[src/core/wdt_pkg.sv]
// Purpose: Constants for the watchdog timer with early warning
// Assumes: Byte-wide special function register port, one 40 MHz clock
// Notes:   Counts are in oscillator clocks; the divider is not used here
package wdt_pkg;

    // Register offsets on the special function register port
    localparam logic [7:0] WDT_ADDR_CLK_PERIOD = 8'h8e;
    localparam logic [7:0] WDT_ADDR_WD_CTRL    = 8'hd8;
    localparam logic [7:0] WDT_ADDR_EXT_IE     = 8'he8;
    localparam logic [7:0] WDT_ADDR_EXT_IP     = 8'hf8;
    localparam logic [7:0] WDT_ADDR_KEY        = 8'hc7;

    // Field positions
    localparam int WDT_POS_SEL_HI   = 7;
    localparam int WDT_POS_SEL_LO   = 6;
    localparam int WDT_POS_IRQ_FLAG = 3;
    localparam int WDT_POS_RST_FLAG = 2;
    localparam int WDT_POS_RST_EN   = 1;
    localparam int WDT_POS_RESTART  = 0;
    localparam int WDT_POS_IRQ_EN   = 6;
    localparam int WDT_POS_IRQ_PRI  = 6;

    // Reset values
    localparam logic [7:0] WDT_RST_CLK_PERIOD = 8'h01;
    localparam logic [7:0] WDT_RST_EXT_IE     = 8'h00;
    localparam logic [7:0] WDT_RST_EXT_IP     = 8'h00;

    // Timed access key bytes and window timer load; the window stays open one clock longer
    localparam logic [7:0] WDT_KEY1       = 8'haa;
    localparam logic [7:0] WDT_KEY2       = 8'h55;
    localparam int         WDT_KEY_WINDOW = 3;

    // Time-out exponents and the warning lead
    localparam int WDT_EXP_SEL0 = 17;
    localparam int WDT_EXP_SEL1 = 20;
    localparam int WDT_EXP_SEL2 = 23;
    localparam int WDT_EXP_SEL3 = 26;
    localparam int WDT_WARN_LEAD = 512;
    localparam int WDT_CNT_W     = 27;

    // Timed access sequencer
    typedef enum logic [1:0]
    {
        WDT_KEY_IDLE = 2'b00,
        WDT_KEY_HALF = 2'b01,
        WDT_KEY_OPEN = 2'b10
    } wdt_key_state_t;

endpackage

[src/core/wdt_core.sv]
// Purpose: Watchdog timer with an interrupt 512 clocks ahead of reset
// Assumes: Register port with one-cycle strobes, read data the next cycle
// Notes:   Restart and reset enable only change inside a timed access window
//
// Strobed register access was decided locally.
`timescale 1ns/1ps
`default_nettype none

// Summary of operation
// - Counter flags at selected time-out, holds at reset point
// - Restart bit clears count to zero
// - Period select in bits 7:6
// - Interrupt at 2^17/20/23/26 clocks
// - Reset flag 512 clocks after interrupt
// - Enabled reset time-out sets flag, resets core
// - Restart and reset enable need timed access
// - Interrupt request only when enable set
// - Interrupt flag set regardless of reset enable
// - Interrupt usable as time base and wake-up
// - Counts plain oscillator clocks
module wdt_core
    import wdt_pkg::*;
#(
    parameter int CNT_W    = WDT_CNT_W,
    parameter int EXP_SEL0 = WDT_EXP_SEL0,
    parameter int EXP_SEL1 = WDT_EXP_SEL1,
    parameter int EXP_SEL2 = WDT_EXP_SEL2,
    parameter int EXP_SEL3 = WDT_EXP_SEL3
)
(
    // Clock and reset
    input  wire logic       clk_sys_i,
    input  wire logic       reset_n_i,
    // Register port
    input  wire logic [7:0] reg_addr_i,
    input  wire logic [7:0] reg_wdata_i,
    input  wire logic       reg_wr_i,
    input  wire logic       reg_rd_i,
    output logic      [7:0] reg_rdata_o,
    // Core side
    output logic            irq_o,
    output logic            irq_priority_o,
    output logic            wake_o,
    output logic            core_reset_o
);

    logic [7:0]         clk_period_q;
    logic [7:0]         ext_ie_q;
    logic [7:0]         ext_ip_q;
    logic               irq_flag_q;
    logic               rst_flag_q;
    logic               rst_en_q;
    logic [CNT_W-1:0]   count_q;
    logic               core_reset_q;
    logic [7:0]         rdata_q;
    logic               at_rst_q;
    wdt_key_state_t     key_state_q;
    logic [1:0]         key_timer_q;

    logic               wr_period;
    logic               wr_ctrl;
    logic               wr_ie;
    logic               wr_ip;
    logic               wr_key;
    logic               key_open;
    logic               restart;
    logic [CNT_W-1:0]   irq_point;
    logic [CNT_W-1:0]   rst_point;
    logic               hit_irq;
    logic               hit_rst;
    logic               arrive_rst;

    assign wr_period = reg_wr_i && (reg_addr_i == WDT_ADDR_CLK_PERIOD);
    assign wr_ctrl   = reg_wr_i && (reg_addr_i == WDT_ADDR_WD_CTRL);
    assign wr_ie     = reg_wr_i && (reg_addr_i == WDT_ADDR_EXT_IE);
    assign wr_ip     = reg_wr_i && (reg_addr_i == WDT_ADDR_EXT_IP);
    assign wr_key    = reg_wr_i && (reg_addr_i == WDT_ADDR_KEY);
    assign key_open  = (key_state_q == WDT_KEY_OPEN);

    // Restart only counts when the key sequence has opened the window
    assign restart = wr_ctrl && key_open && reg_wdata_i[WDT_POS_RESTART];

    // Interrupt point from the two select bits
    always_comb
    begin
        unique case (clk_period_q[WDT_POS_SEL_HI:WDT_POS_SEL_LO])
            2'b00: irq_point = CNT_W'(1) << EXP_SEL0;
            2'b01: irq_point = CNT_W'(1) << EXP_SEL1;
            2'b10: irq_point = CNT_W'(1) << EXP_SEL2;
            2'b11: irq_point = CNT_W'(1) << EXP_SEL3;
        endcase
    end

    assign rst_point = irq_point + CNT_W'(WDT_WARN_LEAD);
    assign hit_irq   = (count_q == irq_point);
    assign hit_rst   = (count_q == rst_point);

    // Count holds on the reset point, so only its arrival may fire reset once
    assign arrive_rst = hit_rst && !at_rst_q;

    // Timed access: key1 then key2 opens a short write window
    always_ff @(posedge clk_sys_i or negedge reset_n_i)
    begin
        if (!reset_n_i)
        begin
            key_state_q <= WDT_KEY_IDLE;
            key_timer_q <= 2'd0;
        end
        else if (wr_key && reg_wdata_i == WDT_KEY1)
        begin
            key_state_q <= WDT_KEY_HALF;
            key_timer_q <= 2'(WDT_KEY_WINDOW);
        end
        else if (wr_key && reg_wdata_i == WDT_KEY2 && key_state_q == WDT_KEY_HALF)
        begin
            key_state_q <= WDT_KEY_OPEN;
            key_timer_q <= 2'(WDT_KEY_WINDOW);
        end
        else if (key_state_q != WDT_KEY_IDLE)
        begin
            // Window closes after a control write, any other key write, or when it times out
            if (wr_ctrl || key_timer_q == 2'd0 || wr_key)
                key_state_q <= WDT_KEY_IDLE;
            key_timer_q <= (key_timer_q == 2'd0) ? 2'd0 : key_timer_q - 2'd1;
        end
    end

    // Counter runs on every oscillator clock, no prescaler
    always_ff @(posedge clk_sys_i or negedge reset_n_i)
    begin
        if (!reset_n_i)
            count_q <= '0;
        else if (restart)
            count_q <= '0;
        else if (!hit_rst)
            count_q <= count_q + CNT_W'(1);
    end

    // Plain configuration registers
    always_ff @(posedge clk_sys_i or negedge reset_n_i)
    begin
        if (!reset_n_i)
        begin
            clk_period_q <= WDT_RST_CLK_PERIOD;
            ext_ie_q     <= WDT_RST_EXT_IE;
            ext_ip_q     <= WDT_RST_EXT_IP;
        end
        else
        begin
            if (wr_period)
                clk_period_q <= reg_wdata_i;
            if (wr_ie)
                ext_ie_q <= reg_wdata_i;
            if (wr_ip)
                ext_ip_q <= reg_wdata_i;
        end
    end

    // Reset enable is protected; unkeyed writes leave it alone
    always_ff @(posedge clk_sys_i or negedge reset_n_i)
    begin
        if (!reset_n_i)
            rst_en_q <= 1'b0;
        else if (wr_ctrl && key_open)
            rst_en_q <= reg_wdata_i[WDT_POS_RST_EN];
    end

    // Sticky flags: hardware set wins over a software clear
    always_ff @(posedge clk_sys_i or negedge reset_n_i)
    begin
        if (!reset_n_i)
        begin
            irq_flag_q <= 1'b0;
            rst_flag_q <= 1'b0;
        end
        else
        begin
            if (hit_irq && !restart)
                irq_flag_q <= 1'b1;
            else if (wr_ctrl && reg_wdata_i[WDT_POS_IRQ_FLAG])
                irq_flag_q <= 1'b0;
            if (arrive_rst && rst_en_q && !restart)
                rst_flag_q <= 1'b1;
            else if (wr_ctrl && reg_wdata_i[WDT_POS_RST_FLAG])
                rst_flag_q <= 1'b0;
        end
    end

    // Remembers that the held count already sits on the reset point
    always_ff @(posedge clk_sys_i or negedge reset_n_i)
    begin
        if (!reset_n_i)
            at_rst_q <= 1'b0;
        else
            at_rst_q <= hit_rst && !restart;
    end

    // Core reset pulse, one cycle when the reset point is reached
    always_ff @(posedge clk_sys_i or negedge reset_n_i)
    begin
        if (!reset_n_i)
            core_reset_q <= 1'b0;
        else
            core_reset_q <= arrive_rst && rst_en_q && !restart;
    end

    // Read data the cycle after the strobe; unmapped reads zero
    always_ff @(posedge clk_sys_i or negedge reset_n_i)
    begin
        if (!reset_n_i)
            rdata_q <= 8'h00;
        else if (reg_rd_i)
        begin
            unique case (reg_addr_i)
                WDT_ADDR_CLK_PERIOD: rdata_q <= clk_period_q;
                WDT_ADDR_WD_CTRL:    rdata_q <= {4'h0, irq_flag_q, rst_flag_q, rst_en_q, 1'b0};
                WDT_ADDR_EXT_IE:     rdata_q <= ext_ie_q;
                WDT_ADDR_EXT_IP:     rdata_q <= ext_ip_q;
                default:             rdata_q <= 8'h00;
            endcase
        end
        else
            rdata_q <= 8'h00;
    end

    assign reg_rdata_o    = rdata_q;
    assign irq_o          = irq_flag_q && ext_ie_q[WDT_POS_IRQ_EN];
    assign irq_priority_o = ext_ip_q[WDT_POS_IRQ_PRI];
    assign wake_o         = irq_o;
    assign core_reset_o   = core_reset_q;

    // Unkeyed control writes never change the reset enable
    property p_key_guard;
        @(posedge clk_sys_i) disable iff (!reset_n_i)
        (wr_ctrl && !key_open) |=> (rst_en_q == $past(rst_en_q));
    endproperty
    a_key_guard: assert property (p_key_guard) else $error("unkeyed write changed enable");

    // Restart zeroes the counter
    property p_restart;
        @(posedge clk_sys_i) disable iff (!reset_n_i)
        restart |=> (count_q == '0);
    endproperty
    a_restart: assert property (p_restart) else $error("restart did not clear count");

    // Reaching the interrupt point raises the flag
    property p_irq_set;
        @(posedge clk_sys_i) disable iff (!reset_n_i)
        (hit_irq && !restart) |=> irq_flag_q;
    endproperty
    a_irq_set: assert property (p_irq_set) else $error("interrupt flag missed");

    // Reset point lies 512 counts after the interrupt point
    property p_lead;
        @(posedge clk_sys_i) disable iff (!reset_n_i)
        hit_rst |-> (count_q - irq_point == CNT_W'(512));
    endproperty
    a_lead: assert property (p_lead) else $error("warning lead wrong");

    // Enabled reset point pulses core reset next cycle
    property p_core_rst;
        @(posedge clk_sys_i) disable iff (!reset_n_i)
        (arrive_rst && rst_en_q && !restart) |=> (core_reset_o && rst_flag_q);
    endproperty
    a_core_rst: assert property (p_core_rst) else $error("core reset missing");

    // Interrupt output needs the enable bit
    property p_irq_gate;
        @(posedge clk_sys_i) disable iff (!reset_n_i)
        irq_o |-> (ext_ie_q[6] && irq_flag_q);
    endproperty
    a_irq_gate: assert property (p_irq_gate) else $error("ungated interrupt");

    // Counter advances by one each clock between events
    property p_count;
        @(posedge clk_sys_i) disable iff (!reset_n_i)
        (!restart && !hit_rst) |=> (count_q == $past(count_q) + CNT_W'(1));
    endproperty
    a_count: assert property (p_count) else $error("count did not advance");

    // Code 00 gives the shortest interrupt point
    property p_sel0;
        @(posedge clk_sys_i) disable iff (!reset_n_i)
        (clk_period_q[7:6] == 2'b00) |-> (irq_point == CNT_W'(2 ** EXP_SEL0));
    endproperty
    a_sel0: assert property (p_sel0) else $error("period code 00 wrong");

    // Core reset is a single-cycle pulse, even while the count holds
    property p_core_pulse;
        @(posedge clk_sys_i) disable iff (!reset_n_i)
        core_reset_o |=> !core_reset_o;
    endproperty
    a_core_pulse: assert property (p_core_pulse) else $error("core reset too long");

    // Interrupt flag stays set until software writes a one to it
    property p_irq_hold;
        @(posedge clk_sys_i) disable iff (!reset_n_i)
        (irq_flag_q && !(wr_ctrl && reg_wdata_i[WDT_POS_IRQ_FLAG])) |=> irq_flag_q;
    endproperty
    a_irq_hold: assert property (p_irq_hold) else $error("irq flag dropped");

    // A disabled reset point neither pulses reset nor sets the flag
    property p_rst_off;
        @(posedge clk_sys_i) disable iff (!reset_n_i)
        (arrive_rst && !rst_en_q && !rst_flag_q) |=> (!core_reset_o && !rst_flag_q);
    endproperty
    a_rst_off: assert property (p_rst_off) else $error("reset fired while disabled");

endmodule

`default_nettype wire

[config.mk]
export PLATFORM = sky130hd
export DESIGN_NAME = wdt_core
export DESIGN_NICKNAME = d
export VERILOG_FILES = /design/src/core/wdt_pkg.sv /design/src/core/wdt_core.sv
export SDC_FILE = /design/constraint.sdc
export NUM_CORES = 1
export LEC_CHECK = 0
export ABC_CLOCK_PERIOD_IN_PS = 4600
export BUFFER_PORTS_ARGS = -buffer_cell sky130_fd_sc_hd__buf_2
export CAP_MARGIN = 30
export CORE_MARGIN = 2
export CORE_UTILIZATION = 60
export CTS_CLUSTER_SIZE = 14
export DETAILED_ROUTE_END_ITERATION = 10
export HOLD_SLACK_MARGIN = 0.12
export PLACE_DENSITY = 0.81
export SYNTH_ARGS = -nofsm -noshare
export SYNTH_HDL_FRONTEND = slang
export SYNTH_SLANG_ARGS = --single-unit
[constraint.sdc]
create_clock -name clk_sys_i -period 4.6 [get_ports clk_sys_i]
set_clock_uncertainty 0.15 [all_clocks]
set_input_delay 1.38 -clock clk_sys_i [delete_from_list [all_inputs] [get_ports clk_sys_i]]
set_output_delay 1.38 -clock clk_sys_i [all_outputs]
set_load 0.01 [all_outputs]
* After elaboration in Yosys (flattened, before gate mapping)
Index checks and enable logic that the tools add are counted.
** Operators by class
- Add/subtract/negate cells :: 3
- Eq/ne operators :: 15
- Mux-type cells :: 17
- Reductions and logical operators :: 30
** Operator list (count)
- $pmux W27 S4 :: 1
- $eq A27 B27 Y1 :: 2
- $mux W27 :: 2
- $eq A8 B8 Y1 const B :: 6
- $pmux W8 S4 :: 1
- $add A27 B1 Y27 const B :: 1
- $add A27 B10 Y27 const B :: 1
- $logic_and A1 B1 Y1 :: 18
- $mux W2 :: 8
- $eq A8 B7 Y1 const B :: 1
- $mux W8 :: 1
- $eq A2 B2 Y1 const B :: 3
- $reduce_bool A2 Y1 :: 3
- $reduce_bool A3 Y1 :: 2
- $eq A2 B1 Y1 const B :: 2
- $logic_not A2 Y1 :: 2
- $mux W1 :: 4
- $logic_not A1 Y1 :: 2
- $logic_or A1 B1 Y1 :: 2
- $ne A2 B2 Y1 const B :: 1
- $reduce_and A2 Y1 :: 1
- $sub A2 B1 Y2 const B :: 1
** Storage, ports and cells
- Register bits :: 68
- Input port bits :: 20
- Logic and storage cells :: 77

* Longest topological paths before layout
- Word-level depth :: 8
- Mapped depth :: 7
- Gate-level depth less buffers :: 7

* Worst setup path after synthesis
OpenSTA, ideal clock, no wires.
- Kind :: input to register
- Start :: input reg_addr_i[2]
- End :: register ext_ie_q[0]
- Setup time :: 0.125 ns
- Arrival time :: 2.597 ns
- Path slack :: 1.728 ns
- Stages on the path :: 5
- Path buffers :: 0
- Cell sequence :: nand4bb_1 > or2_4 > nor3b_4 > nand2_4 > mux2_2
** Between the ends
- Word-level cells in the longest chain between the ends :: 2
** RTL lines
- start: declaration :: line wdt_core.sv:35 : input wire logic [7:0] reg_addr_i,
- $eq A8 B8 Y1 :: line wdt_core.sv:75 : assign wr_ie = reg_wr_i && (reg_addr_i == WDT_ADDR_EXT_IE);
- $logic_and A1 B1 Y1 :: line wdt_core.sv:75
- end signal: assignment :: line wdt_core.sv:153 : ext_ie_q <= reg_wdata_i;
- end: declaration :: line wdt_core.sv:48 : logic [7:0] ext_ie_q;
No other way between the ends.
A chain may end at the register's enable or synchronous reset.

* Worst setup path after layout
- Start :: input reg_addr_i[2]
- End :: register count_q[10]
** Between the ends
- Word-level cells in the longest chain between the ends :: 5
- Elaborated cells between the ends (all ways) :: 6
- Classes of those cells :: eq/ne (2); mux (1); reduce/logical (3)
** RTL lines
- $eq A8 B8 Y1 (*) :: line wdt_core.sv:74 : assign wr_ctrl = reg_wr_i && (reg_addr_i == WDT_ADDR_WD_CTRL);
- $logic_and A1 B1 Y1 (*) :: line wdt_core.sv:74
- $logic_and A1 B1 Y1 (*) (2 in a row) :: line wdt_core.sv:81 : assign restart = wr_ctrl && key_open && reg_wdata_i[WDT_POS_RESTART];
- $ne A2 B2 Y1 (no line) or $mux W27 (tied branches)
- end signal: assignment :: line wdt_core.sv:136 : count_q <= count_q + CNT_W'(1);
- end: declaration :: line wdt_core.sv:53 : logic [CNT_W-1:0] count_q;
Every way passes the cells marked *; elsewhere a longest branch is shown, timed or not.

==> flow_summary.yaml <==
synthesis:
  yosysTopAreaCell: "dfrtp_1"
  ys_seq_area_share_pct: 51.6
  yosysUniqueCellTypes: 54
  synthArstFlopShare_pct: 100
  synth_top_area_share_pct: 50.8
  synth_edf_count: 0
  synthAdderAreaFrac_pct: 0.758
  yosysWarnings: 0
  synth_compound_area_share_pct: 7.39
  synth.area.mux_share_pct: 8.83
  synth_top_family_by_area: "simple AND/OR/NAND/NOR gates"
  syn-cell-area_um2: 3300
  yosysMostFrequentCell: "dfrtp_1"
  synth_commonest_cells: "dfrtp_1, nor2_1, mux2_2"
  synth_seq_cells: 68
  synth_xor_xnor_area_share_pct: 6.10
  ys_top_cells_by_area: "dfrtp_1, mux2_2, xnor2_1"
  yosys.area_share.simple_pct: 23.2
  syn-instance-count: 300
  avgSynthCellArea_um2: 11.0
  ys.flop_type: "dfrtp_1"
  syn-num-nets: 322
min_path:
  hp-class: "reg2reg"
  min_from: "at_rst_q"
clocking:
  cts_buffer_depth: 2
  cts_tree: "yes"
  cts_setup_buffers: 0
  postCtsResizedCells: 0
  ctsHoldBuffers: 0
  cts-htree-levels: 3
  insertion_delay_ns: 0.36
  cts_sinks: 68
  cts-root-buf: "clkbuf_8"
  path_clk_slew_ns: 0.07
  cts_made_buffers: 9
status:
  outcome: "finished clean"
detailed_routing:
  drt-pass1-iter-count: 5
  drt-total-wl_mm: 6.94
  drt_iter0_drc: 182
  via_count: 2494
  route.detailed.drc: 0
  via_per_inst: 6.01
  ant_nets: 0
  wl_per_cell_um: 16.7
setup_path:
  cpPeakStageDelay_ns: 0.63
  cp.arrival_ns: 3.19
  path_depth: 6
  cp_max_fo: 15
  cp-start-kind: "input port"
  crit_path_end: "count_q[10]"
  cp.buffers_inverters: 2
  critPathCaptureType: "flip-flop"
  setup.worst_path.start: "reg_addr_i[2]"
  crit_chain: "buf_2 -> nand4bb_1 -> nor4_1 -> and4b_1 -> buf_4 -> nor2_1"
  cpLargestDelayFamily: "simple AND/OR/NAND/NOR gates"
  rrSetupSlack_ns: 2.40
  critPathKind: "in2reg"
  cp_slowest_cell: "and4b_1"
  crit_required_ns: 4.68
  reg2reg_to: "count_q[26]"
  worstReg2RegStart: "count_q[1]"
  rr_worst_depth: 6
timing:
  slew_violations: 0
  period_needed_ns: 3.10
  period_share_pct: 67.4
  slew_headroom_pct: 50.1
  worstMarginPinSlew_ns: 0.748
  setup_viol: 0
  hold_slack_ns: 0.297
  hold_viol: 0
  rsz0062_at_grt: "no"
  setup-tns-final_ns: 0
  max_clock_freq_mhz: 322
global_routing:
  grt_overflow_total: 0
  antenna_found_initial: 0
  grt_usage_pct: 25.0
  grt_pass1_wl_mm: 11.9
  grt_pass1_vias: 2415
  grt_max_degree: 35
power:
  vdd_ir_drop_max_mv: 0.222
  pwr_density_cell_nw_per_um2: 305
  total_power_mw: 1.14
  p_leak_nw: 1.67
final_layout:
  final_cell_area_um2: 3730
  n_fill_cell: 405
  layout-drive-gt1-share_pct: 25.7
  diodes: 0
  synthToLayoutAreaGrowth_pct: 13.0
  nets: 360
floorplan:
  die_area_um2: 6110
  die_x_um: 78.2
  coreArea_um2: 5410
  start_util_pct: 61.1
  die_y_um: 78.2
  ios: 32
  num_rows: 27
place:
  place.gp.congestion: 0.840
  dp.final_hpwl_mm: 4.81
  port_buffers: 31
  place_area_um2: 3540
run:
  maxCapViolCount: 0
==> where the power goes <==
group	switching, mW	internal [mW]
clock	0.235	0.242
combinational	0.0275	0.0193
sequential	0.00717	0.608
total	0.270	0.869
==> layout by cell type, fill, tap and decap left out, types with 4 or more instances in the layout <==
cell	instances
nor2_1	37
mux2_2	25
nor4bb_1	5
xnor2_1	16
buf_2	31
a222oi_1	5
o21ai_0	6
nor4_1	10
nand2b_1	5
buf_4	4
inv_1	8
a22oi_1	6
nand2_1	17
nor3_1	11
a21oi_1	8
xor2_1	7
nand3_1	8
nand4_1	5
clkbuf_8	12
dfrtp_1	67
==> final cells by class <==
| type | count | area (µm²) | area share (%) |
|---|---|---|---|
| Sequential cell | 68 | 1700 | 45.6 |
| Multi-Input combinational cell | 216 | 1530 | 40.9 |
| Timing Repair Buffer | 35 | 185 | 4.96 |
| Clock buffer | 12 | 165 | 4.43 |
| Tap cell | 72 | 90.1 | 2.41 |
| Clock inverter | 4 | 31.3 | 0.838 |
| Inverter | 8 | 30.0 | 0.805 |
==> routing by layer <==
layer	wire (µm)	track usage [%]
met3	298	3.91
met5	0	0
met2	3560	41.0
met4	107	11.2
met1	2970	33.1
==> worst reg2reg max path: cells and delay by family, from the launching register on <==
family / cells / cell delay [ns]
flops: 1 / 0.43
xor+xnor: 1 / 0.19
simple gates: 4 / 1.08
fa+ha+maj: 1 / 0.23
==> through the flow <==
step | cells | worst slack (ns) | utilization, %
2_1_floorplan | 300 | 1.73 | -
3_3_place_gp | 399 | 1.20 | 65.4
3_5_place_dp | 399 | 1.12 | 65.4
4_1_cts | 415 | 1.49 | 69.1
5_1_grt | 415 | 1.40 | 69.1
6_report | 415 | 1.50 | 69.1
==> worst min-delay path by stage <==
stage	depth (start not counted)	slack, ns	to
after floorplan	1	0.26	core_reset_o
final	1	0.30	core_reset_o
after detailed placement	1	0.28	core_reset_o
after global placement	1	0.27	core_reset_o
after CTS	1	0.30	core_reset_o
after global routing	1	0.34	core_reset_o
==> cells by family (layout without fill, tap and decap cells) <==
logic type / after synthesis / in the layout
mux: 26 / 26
flops: 68 / 68
buf+inv: 16 / 59
fa+ha+maj: 2 / 2
compound gates: 35 / 35
simple gates: 130 / 130
xor+xnor: 23 / 23
==> registers in the layout, indices dropped and copies added (netlist names) <==
name / cells
core_reset_o: 1
key_timer_q: 2
reg_rdata_o: 8
rst_flag_q: 1
key_state_q: 2
rst_en_q: 1
at_rst_q: 1
ext_ip_q: 8
irq_flag_q: 1
clk_period_q: 8
count_q: 27
ext_ie_q: 8
No activity file was read; power rests on OpenSTA's default activity.
